**config.mk**
```make
export PLATFORM = sky130hd
export DESIGN_NAME = mrx_exec
export DESIGN_NICKNAME = d
export VERILOG_FILES = /design/src/hw/mrx_pkg.sv /design/src/hw/mrx_stack_if.sv /design/src/hw/mrx_stack.sv /design/src/hw/mrx_exec.sv
export SDC_FILE = /design/constraint.sdc
export NUM_CORES = 1
export LEC_CHECK = 0
export ABC_AREA = 1
export BUFFER_PORTS_ARGS = -buffer_cell sky130_fd_sc_hd__buf_2
export CAP_MARGIN = 20
export CORE_MARGIN = 5
export CORE_UTILIZATION = 54
export CTS_CLUSTER_SIZE = 30
export DETAILED_ROUTE_END_ITERATION = 6
export PLACE_DENSITY_LB_ADDON = 0.3
export SYNTH_ARGS = -nofsm -noshare
export SYNTH_HDL_FRONTEND = slang
export SYNTH_SLANG_ARGS = --single-unit
```
**constraint.sdc**
```tcl
create_clock -name clk_sys_in -period 3.05 [get_ports clk_sys_in]
set_input_delay 0 -clock clk_sys_in [delete_from_list [all_inputs] [get_ports clk_sys_in]]
set_output_delay 0 -clock clk_sys_in [all_outputs]
set_load 0.01 [all_outputs]
```
**src/hw/mrx_pkg.sv**
```systemverilog
// package of constants and types for the move and return instruction executor
//------------------------------------------------------------
// Functional notes
// - store accumulator to direct file, one cycle
// - store accumulator to extended register, one cycle
// - load accumulator from extended register, 20h up
// - interrupt return pops stack into program counter
// - interrupt return sets global enable, two cycles
// - literal return loads accumulator, pops, two cycles
//------------------------------------------------------------
package mrx_pkg;
	// opcode geometry
	localparam int OP_W = 14;
	localparam int DATA_W = 8;
	// store direct: 00 0000 1fff ffff
	localparam logic [6:0] OPC_STORE_DIRECT = 7'h01;
	localparam int OPC_STORE_DIRECT_POS = 7;
	// extended store / load / literal return: upper six bits
	localparam logic [5:0] OPC_STORE_EXT = 6'h1E;
	localparam logic [5:0] OPC_LOAD_EXT = 6'h1F;
	localparam logic [5:0] OPC_RET_LIT = 6'h18;
	localparam int OPC_HI_POS = 8;
	// whole-word interrupt return
	localparam logic [13:0] OPC_IRQ_RETURN = 14'h0060;
	// lowest legal extended load address
	localparam logic [7:0] LOAD_EXT_MIN = 8'h20;
	// reset values
	localparam logic [7:0] ACC_RST = 8'h00;
	localparam logic GIE_RST = 1'b0;
	// decoded operation kinds
	typedef enum logic [2:0] {
		OPK_NONE = 3'b000,
		OPK_STORE_DIRECT = 3'b001,
		OPK_STORE_EXT = 3'b010,
		OPK_LOAD_EXT = 3'b011,
		OPK_IRQ_RETURN = 3'b100,
		OPK_RET_LIT = 3'b101
	} mrx_opk_t;
	// sequencer states
	typedef enum logic [0:0] {
		ST_READY = 1'b0,
		ST_SECOND = 1'b1
	} mrx_state_t;
endpackage

```
**src/hw/mrx_stack_if.sv**
```systemverilog
// interface between the executor and its return stack
`timescale 1ns/100ps
interface mrx_stack_if #(
	parameter int PC_W = 11
);
	logic push; // one-cycle push request
	logic [PC_W-1:0] push_addr; // address saved by a push
	logic pop; // one-cycle pop request
	logic [PC_W-1:0] top; // current top entry
	modport owner (output push, output push_addr, output pop, input top);
	modport stack (input push, input push_addr, input pop, output top);
endinterface

```
**src/hw/mrx_stack.sv**
```systemverilog
// circular return stack for the executor
`timescale 1ns/100ps
module mrx_stack #(
	parameter int PC_W = 11,
	parameter int DEPTH = 8
) (
	input wire logic clk_sys_in,
	input wire logic rst_in,
	mrx_stack_if.stack st
);
	import mrx_pkg::*;
	localparam int PTR_W = (DEPTH > 1) ? $clog2(DEPTH) : 1;
	//------------------------------------------------------------
	// storage
	//------------------------------------------------------------
	logic [PC_W-1:0] mem_reg [DEPTH]; // saved return addresses
	logic [PTR_W-1:0] ptr_reg; // index of the top entry
	logic [PTR_W-1:0] ptr_up; // slot a push lands in

	// wraps silently: overflow overwrites the oldest entry, as small cores do
	assign ptr_up = (ptr_reg == PTR_W'(DEPTH - 1)) ? '0 : ptr_reg + 1'b1;
	assign st.top = mem_reg[ptr_reg];

	// pointer: push moves up, pop moves back one entry
	always_ff @(posedge clk_sys_in) begin
		if (rst_in) begin
			ptr_reg <= '0;
		end else if (st.push && !st.pop) begin
			ptr_reg <= ptr_up;
		end else if (st.pop && !st.push) begin
			// older saved address becomes the new top
			ptr_reg <= (ptr_reg == '0) ? PTR_W'(DEPTH - 1) : ptr_reg - 1'b1;
		end
	end

	// entries are written only on a push; no reset needed for data
	always_ff @(posedge clk_sys_in) begin
		if (st.push && !st.pop) begin
			mem_reg[ptr_up] <= st.push_addr;
		end else if (st.push && st.pop) begin
			// simultaneous push and pop replaces the top
			mem_reg[ptr_reg] <= st.push_addr;
		end
	end
endmodule // mrx_stack

```
**src/hw/mrx_exec.sv**
```systemverilog
// executor for accumulator moves and the two return instructions
`timescale 1ns/100ps
module mrx_exec #(
	parameter int PC_W = 11,
	parameter int STACK_DEPTH = 8
) (
	input wire logic clk_sys_in,
	input wire logic rst_in,
	input wire logic instr_valid_in, // instruction word offered
	input wire logic [mrx_pkg::OP_W-1:0] instr_in, // fetched opcode
	output logic ready_out, // high when an instruction may be taken
	input wire logic call_push_in, // core saves a return address
	input wire logic [PC_W-1:0] call_addr_in, // address to save
	input wire logic acc_load_in, // other units write the accumulator
	input wire logic [mrx_pkg::DATA_W-1:0] acc_data_in, // their value
	input wire logic irq_entry_in, // interrupt taken, clears enable
	input wire logic [mrx_pkg::DATA_W-1:0] file_rd_data_in, // read data for file_addr_out
	output logic file_wr_out, // one-cycle write strobe
	output logic file_rd_out, // one-cycle read strobe
	output logic file_ext_out, // access targets the extended space
	output logic [mrx_pkg::DATA_W-1:0] file_addr_out, // register address
	output logic [mrx_pkg::DATA_W-1:0] file_wr_data_out, // data written
	output logic bad_addr_out, // pulse: load below legal range ignored
	output logic [mrx_pkg::DATA_W-1:0] acc_out, // accumulator
	output logic global_irq_enable_out, // global interrupt enable
	output logic pc_load_out, // pulse: program counter reloaded
	output logic [PC_W-1:0] pc_out // new program counter value
);
	import mrx_pkg::*;

	//------------------------------------------------------------
	// decode
	//------------------------------------------------------------
	// classify an opcode; used for the taken word
	function automatic mrx_opk_t decode_op(input logic [OP_W-1:0] op);
		mrx_opk_t k;
		k = OPK_NONE;
		if (op == OPC_IRQ_RETURN) begin
			k = OPK_IRQ_RETURN;
		end else if (op[OP_W-1:OPC_STORE_DIRECT_POS] == OPC_STORE_DIRECT) begin
			k = OPK_STORE_DIRECT;
		end else if (op[OP_W-1:OPC_HI_POS] == OPC_STORE_EXT) begin
			k = OPK_STORE_EXT;
		end else if (op[OP_W-1:OPC_HI_POS] == OPC_LOAD_EXT) begin
			k = OPK_LOAD_EXT;
		end else if (op[OP_W-1:OPC_HI_POS] == OPC_RET_LIT) begin
			k = OPK_RET_LIT;
		end
		return k;
	endfunction

	mrx_opk_t opk; // kind of the offered instruction
	logic take; // instruction accepted this cycle
	logic [DATA_W-1:0] op_field; // low eight bits of the opcode
	mrx_state_t state_reg; // sequencer state
	mrx_state_t state_next;
	logic ld_pend_reg; // extended load waiting for read data
	logic [DATA_W-1:0] acc_reg;
	logic gie_reg;

	assign opk = decode_op(instr_in);
	assign take = instr_valid_in && (state_reg == ST_READY);
	assign op_field = instr_in[DATA_W-1:0];

	//------------------------------------------------------------
	// return stack
	//------------------------------------------------------------
	mrx_stack_if #(.PC_W(PC_W)) stk ();

	// only the two returns pop; pushes come from the core's call path
	assign stk.pop = take && ((opk == OPK_IRQ_RETURN) || (opk == OPK_RET_LIT));
	assign stk.push = call_push_in;
	assign stk.push_addr = call_addr_in;

	mrx_stack #(
		.PC_W(PC_W),
		.DEPTH(STACK_DEPTH)
	) u_stack (
		.clk_sys_in(clk_sys_in),
		.rst_in(rst_in),
		.st(stk)
	);

	//------------------------------------------------------------
	// sequencer
	//------------------------------------------------------------
	// returns hold the core for one extra cycle
	always_comb begin
		state_next = state_reg;
		case (state_reg)
			ST_READY: begin
				if (take && (opk == OPK_IRQ_RETURN || opk == OPK_RET_LIT)) begin
					state_next = ST_SECOND;
				end
			end
			ST_SECOND: begin
				state_next = ST_READY;
			end
			default: begin
				state_next = ST_READY;
			end
		endcase
	end

	// state register
	always_ff @(posedge clk_sys_in) begin
		if (rst_in) begin
			state_reg <= ST_READY;
		end else begin
			state_reg <= state_next;
		end
	end

	// ready is registered so it leaves straight from a flip-flop
	always_ff @(posedge clk_sys_in) begin
		if (rst_in) begin
			ready_out <= 1'b1;
		end else begin
			ready_out <= (state_next == ST_READY);
		end
	end

	//------------------------------------------------------------
	// register file access
	//------------------------------------------------------------
	// strobes and address for the cycle after the instruction is taken
	always_ff @(posedge clk_sys_in) begin
		if (rst_in) begin
			file_wr_out <= 1'b0;
			file_rd_out <= 1'b0;
			file_ext_out <= 1'b0;
			file_addr_out <= 8'h00;
			file_wr_data_out <= 8'h00;
			bad_addr_out <= 1'b0;
			ld_pend_reg <= 1'b0;
		end else begin
			file_wr_out <= 1'b0;
			file_rd_out <= 1'b0;
			bad_addr_out <= 1'b0;
			ld_pend_reg <= 1'b0;
			if (take) begin
				case (opk)
					OPK_STORE_DIRECT: begin
						// seven-bit direct address, top bit zero
						file_wr_out <= 1'b1;
						file_ext_out <= 1'b0;
						file_addr_out <= {1'b0, op_field[6:0]};
						file_wr_data_out <= acc_reg;
					end
					OPK_STORE_EXT: begin
						file_wr_out <= 1'b1;
						file_ext_out <= 1'b1;
						file_addr_out <= op_field;
						file_wr_data_out <= acc_reg;
					end
					OPK_LOAD_EXT: begin
						// addresses below the legal floor are refused, accumulator kept
						if (op_field >= LOAD_EXT_MIN) begin
							file_rd_out <= 1'b1;
							file_ext_out <= 1'b1;
							file_addr_out <= op_field;
							ld_pend_reg <= 1'b1;
						end else begin
							bad_addr_out <= 1'b1;
						end
					end
					default: begin
						// returns and foreign opcodes touch no register
					end
				endcase
			end
		end
	end

	//------------------------------------------------------------
	// accumulator
	//------------------------------------------------------------
	// no status flag is produced here, so every move leaves flags alone
	always_ff @(posedge clk_sys_in) begin
		if (rst_in) begin
			acc_reg <= ACC_RST;
		end else if (ld_pend_reg) begin
			// read data answers the strobe in the same cycle
			acc_reg <= file_rd_data_in;
		end else if (take && opk == OPK_RET_LIT) begin
			acc_reg <= op_field;
		end else if (acc_load_in) begin
			// outside writers lose to an instruction of this block
			acc_reg <= acc_data_in;
		end
	end
	assign acc_out = acc_reg;

	//------------------------------------------------------------
	// interrupt enable
	//------------------------------------------------------------
	// return re-enables; an entry in the same cycle wins so no event is lost
	always_ff @(posedge clk_sys_in) begin
		if (rst_in) begin
			gie_reg <= GIE_RST;
		end else if (irq_entry_in) begin
			gie_reg <= 1'b0;
		end else if (take && opk == OPK_IRQ_RETURN) begin
			gie_reg <= 1'b1;
		end
	end
	assign global_irq_enable_out = gie_reg;

	//------------------------------------------------------------
	// program counter
	//------------------------------------------------------------
	// top entry is sampled before the pop takes effect
	always_ff @(posedge clk_sys_in) begin
		if (rst_in) begin
			pc_load_out <= 1'b0;
			pc_out <= '0;
		end else begin
			pc_load_out <= 1'b0;
			if (stk.pop) begin
				pc_load_out <= 1'b1;
				pc_out <= stk.top;
			end
		end
	end
endmodule // mrx_exec

```
==> results.cfg, run 1 <==
[power]
p_total_uw = 4380
p_leak_uw = 0.00327
powerDensity_mw_per_mm2 = 580
peakVddDrop_v = 0.000476

[synth]
synth.area.mux_share_pct = 0
synth_top_family_by_area = simple AND/OR/NAND/NOR gates
synth_ff_type = edfxtp_1
avgSynthCellArea_um2 = 9.37
synth_compound_area_share_pct = 10.4
yosysUniqueCellTypes = 31
synth_nets = 678
yosys.area_share.simple_pct = 22.5
synth_seq_cells = 134
syn_inst = 625
synthAdderAreaFrac_pct = 1.28
yosys.area_share.xor_xnor_pct = 0
synth_area_mm2 = 0.00586
yosysSeqAreaShare_pct = 60.9
async_flop_share_pct = 0
synth_edf_count = 88
synth.yosys.warnings = 0

[die]
num_rows = 38
start_util_pct = 54.5
die_w_um = 114
pin_count = 89
dieHeight_um = 114
core_mm2 = 0.0107
die_area_mm2 = 0.0130

[cts]
post-cts-setup-buffer-count = 0
cts.root.buffer_cell = clkbuf_8
htreeDepth = 4
clk_latency_ns = 0.52
cts.sinks = 134
cts_resized = 0
tritoncts = yes
cts.path.max_buffers = 2
hold_buffers = 57
numCtsBuffers = 17
path_clk_slew_ns = 0.06

[sta]
fmax_ghz = 0.389
tightest_slew_ns = 0.704
fin_worst_skew_ns = 0.00644
hold_viol_final = 0
relSlewSlack_pct = 53.0
setup_violations = 0
rsz0062_at_grt = no
slew_violations = 0
setup_slack_ns = 0.477
min_period_over_period_pct = 84.4
period_minus_slack_ns = 2.57
tns_ns = 0

[routing]
postRouteAntennaNets = 0
wl_per_cell_um = 16.3
drt_iter0_markers = 487
drc = 0
vias = 4880
via_per_inst = 5.25
drt-total-wl_mm = 15.2
dr.pass1.iters = 5

[final_layout]
antenna_cells = 0
most-common-layout-cells = nand2_1 (131), nor2_1 (124), buf_2 (88), edfxtp_1 (88), o21ai_0 (63)
largest_reg_flops = 88
final_nets = 830
fillers = 791
area_growth_pct = 29.0
drive_gt1_share_pct = 20.0
layout_commonest_cell = nand2_1

[grt]
grt_max_degree = 48
grt_pass1_wl_mm = 23.8
first_global_vias = 4750
antenna_found_initial = 0
grt.total_usage_pct = 24.2
grt_overflow = 0

[setup_path]
crit_fanout = 26
cp-end-kind = flip-flop
r2r_cells = 11
critical_path_required_ns = 3.27
r2r-end = u_stack.mem_reg[3][5]
endpoint = u_stack.mem_reg[3][5]
critPathKind = flip-flop to flip-flop
rr_startpoint = state_reg
critical_path.startpoint_type = flip-flop
reg2reg_setup_slack_ns = 0.48
startpoint = state_reg
cp.arrival_ns = 2.79

[place]
pre_cts_slack_ns = 0.512
place_congestion = 0.868
hpwl_mm = 9.76
portBuffers = 88

[worst_hold_path]
hold_class = primary input to flip-flop

[status]
status = finished clean

[flow_run]
cap_violations = 0
-- cell type report --
| type | instances | area, um2 | share of cell area (%) |
|---|---|---|---|
| clock inverter | 7 | 41.3 | 0.547 |
| sequential | 134 | 3560 | 47.2 |
| multi-input combinational | 426 | 2000 | 26.5 |
| clock buffer | 25 | 519 | 6.87 |
| tap | 140 | 175 | 2.32 |
| timing repair buffer | 157 | 1100 | 14.6 |
| inverter | 41 | 154 | 2.04 |
-- cell usage after synthesis, types with 2 or more instances --
| master | n | area share [%] |
|---|---|---|
| o21ai_0 | 63 | 5.4 |
| inv_1 | 34 | 2.2 |
| clkinv_1 | 2 | 0.13 |
| inv_2 | 5 | 0.32 |
| edfxtp_1 | 88 | 45 |
| clkbuf_1 | 9 | 0.58 |
| nor2_1 | 124 | 7.9 |
| dfxtp_1 | 46 | 16 |
| nand3_1 | 30 | 2.6 |
| a21oi_1 | 29 | 2.5 |
| ha_1 | 6 | 1.3 |
| nand2_2 | 4 | 0.43 |
| nand2_4 | 3 | 0.58 |
| buf_2 | 9 | 0.77 |
| a21oi_2 | 2 | 0.30 |
| nor2_4 | 3 | 0.58 |
| nor2_2 | 4 | 0.43 |
| buf_6 | 4 | 0.77 |
| a22oi_1 | 7 | 0.90 |
| nand3_4 | 2 | 0.60 |
| nand2_1 | 131 | 8.4 |
| o21ai_1 | 10 | 0.85 |
| buf_4 | 2 | 0.26 |
-- per-stage QoR --
stage / instances / hold slack, ns / utilization [%] / instance area, um2
after global routing: 930 / 0.0258 / 70.3 / 7550
after global placement: 841 / 0.172 / 59.8 / 6420
final: 930 / 0.0399 / 70.3 / 7550
after floorplan: 625 / 0.0715 / - / 5860
after detailed placement: 841 / 0.177 / 59.8 / 6420
after CTS: 930 / 0.00473 / 70.3 / 7550
-- report_power, final --
group          switching [uW]  internal, uW  total [uW]
Combinational             306           174         481
Sequential               29.7          2010        2030
Clock                     705          1160        1860
Total                    1040          3340        4380
-- cells by family (layout without fill, tap and decap cells) --
| group | count (synthesis) | count (layout) |
|---|---|---|
| AO/OA/AOI/OAI | 113 | 113 |
| flip-flops | 134 | 134 |
| adder cells (fa/ha/maj) | 6 | 6 |
| buffers and inverters | 65 | 230 |
| AND/OR/NAND/NOR | 307 | 307 |
-- layer usage --
layer | track usage, % | share of wire, % | up-vias
li1 | - | - | 2391
met1 | 29.4 | 41 | 2259
met2 | 41.1 | 49 | 195
met3 | 5.92 | 7.0 | 35
met4 | 10.2 | 3.1 | 0
met5 | 0 | 0 | -
-- how the worst min path moves through the flow --
stage | start | to | slack, ns | cells after the start
final | instr_in[8] | file_ext_out | 0.04 | 6
after global routing | instr_in[8] | file_ext_out | 0.03 | 6
after CTS | instr_in[8] | file_ext_out | 0.005 | 6
after detailed placement | irq_entry_in | global_irq_enable_out | 0.18 | 2
after global placement | irq_entry_in | global_irq_enable_out | 0.17 | 2
after floorplan | irq_entry_in | global_irq_enable_out | 0.07 | 1
-- critical path: stages, from the launching register on --
cell	delay, ns
dfxtp_1	0.35
nor2_8	0.30
inv_2	0.11
a31oi_4	0.18
nand2_4	0.20
inv_1	0.11
ha_1	0.21
inv_1	0.09
o21ai_0	0.23
nand2_1	0.16
nor2_1	0.14
buf_4	0.21
No activity file was read; power rests on OpenSTA's default activity.
==> run 2: changes to the inputs <==
- clock period: 3.05 -> 2.7 ns (I/O delays scaled with it)
==> run 2 against run 1 <==
Register-to-register slack worse by 0.27 ns. Die area unchanged. Flip-flop and latch count stayed put. Largest power group unchanged. Non-clock buffer count is 1 lower. Clock-buffer cell count decreased by 8. Via count is 0.35% lower. Clock skew rose by 0.0089 ns. Routed wire length is 2.3% lower. Total power grew 16%. Cell count fell by 0.11%. Design area increased by 0.27%.
==> results.cfg, run 2 (synthesis results as in run 1) <==
[sta]
min_period_over_period_pct = 92.3
slew_violations = 0
period_minus_slack_ns = 2.49
hold_viol_final = 0
tightest_slew_ns = 0.687
fin_worst_skew_ns = 0.0154
relSlewSlack_pct = 54.1
rsz0062_at_grt = no
fmax_ghz = 0.401
setup_violations = 0
tns_ns = 0
timing.hold.ws_ns = 0.0351

[setup_path]
cp-end-kind = flip-flop
slowest_stage = dlygate4sd3_1
critical_path.startpoint_type = flip-flop
crit_path_cell_trace = nor2_8, buf_4, nand3_4, a22oi_1, dlygate4sd3_1, a21oi_1, dlygate4sd3_1
cp.arrival_ns = 2.89
crit_family = buffers and inverters
critPathMaxStageDelay_ns = 0.58
crit_fanout = 19
crit_buf_inv = 3
path_common_cell = dlygate4sd3_1
critical_path_required_ns = 3.09
critPathKind = flip-flop to flip-flop

[final_layout]
area_growth_pct = 29.3
fillers = 806
antenna_cells = 0
regArea_mm2 = 0.00356
multi_input_area_mm2 = 0.00201
layout_commonest_cell = nand2_1
largest_reg_flops = 88
drive_gt1_share_pct = 20.7
final_nets = 829
most-common-layout-cells = nand2_1 (131), nor2_1 (120), buf_2 (88), edfxtp_1 (88), o21ai_0 (63)

[routing]
drt-total-wl_mm = 14.9
via_per_inst = 5.23
wl_per_cell_um = 16.0
drt_iter0_markers = 564
dr.pass1.iters = 6
postRouteAntennaNets = 0
vias = 4863
drc = 0

[power]
powerDensity_mw_per_mm2 = 669
p_leak_uw = 0.00327
peakVddDrop_v = 0.000556

[grt]
grt_max_degree = 48
grt_overflow = 0
grt.total_usage_pct = 23.7
grt_pass1_wl_mm = 23.7
first_global_vias = 4747
antenna_found_initial = 0

[status]
status = finished clean

[place]
portBuffers = 88
place_congestion = 0.957
hpwl_mm = 9.67

[die]
die_area_mm2 = 0.0130
start_util_pct = 54.5
dieHeight_um = 114
num_rows = 38
core_mm2 = 0.0107
pin_count = 89
die_w_um = 114

[cts]
clk_latency_ns = 0.52
cts.root.buffer_cell = clkbuf_8
numCtsBuffers = 17
path_clk_slew_ns = 0.06
cts.sinks = 134
htreeDepth = 4
cts.path.max_buffers = 2
tritoncts = yes

[worst_hold_path]
hold_class = primary input to flip-flop

[flow_run]
cap_violations = 0
## run 2: cell count changes in the layout (fill, tap and decap cells not counted), sizes merged
cell | before | now
dlygate4sd3 | 57 | 56
inv | 39 | 46
bufinv | 0 | 2
clkbuf | 25 | 17
clkinv | 8 | 7
## run 2: metrics by stage
stage	total power [uW]	cells	worst slack, ns	utilization, %	instance area [um2]
floorplan	2630	625	0.192	-	5860
global placement	2790	841	0.207	59.8	6420
detailed placement	2800	841	0.108	59.8	6420
CTS	5090	929	0.0969	70.4	7560
global route	5280	929	0.119	70.5	7570
finish	5070	929	0.208	70.5	7570
## run 2: path summary, 6_finish.rpt
| check | start | depth (start not counted) | to | slack [ns] |
|---|---|---|---|---|
| max | state_reg | 7 | acc_out[0] | 0.21 |
| min | instr_in[8] | 6 | file_ext_out | 0.04 |
| max reg2reg | state_reg | 7 | acc_out[0] | 0.21 |
| min reg2reg | file_wr_data_out[2] | 2 | file_wr_data_out[2] | 0.46 |
## run 2: layout make-up
type	count	share of cell area, %
well taps	140	2.31
clock buffers	17	5.47
inverters	41	2.03
multi-input cells	426	26.5
clock inverters	15	2.20
flip-flops and latches	134	47.1
repair buffers	156	14.4
## run 2: layer usage
metal / global-route usage (%) / up-vias / share of wire (%)
li1: - / 2392 / -
met1: 29.6 / 2243 / 41
met2: 40.9 / 205 / 50
met3: 4.81 / 23 / 7.1
met4: 8.71 / 0 / 1.7
met5: 0 / - / 0
## run 2: worst reg2reg max path: cells and delay by family (launching register included)
family                 cells  cell delay (ns)
and+or+nand+nor            2             0.35
AOI/OAI and AO/OA          2             0.28
buffers and inverters      3             1.40
DFF                        1             0.35
## run 2: power by group
part | internal (uW) | leakage (uW) | switching, uW | total [uW]
logic | 198 | 0.00181 | 342 | 540
registers | 2260 | 0.00117 | 26.8 | 2290
clock network | 1340 | 0.000287 | 902 | 2240
total | 3800 | 0.00327 | 1270 | 5070
## run 2: repair_timing
item | in CTS | in global routing
hold endpoints to repair | 120 | 0
hold buffers | 56 | 0
setup endpoints to repair | 0 | 44
buffers inserted | 0 | 0
gates resized for setup | 0 | 4
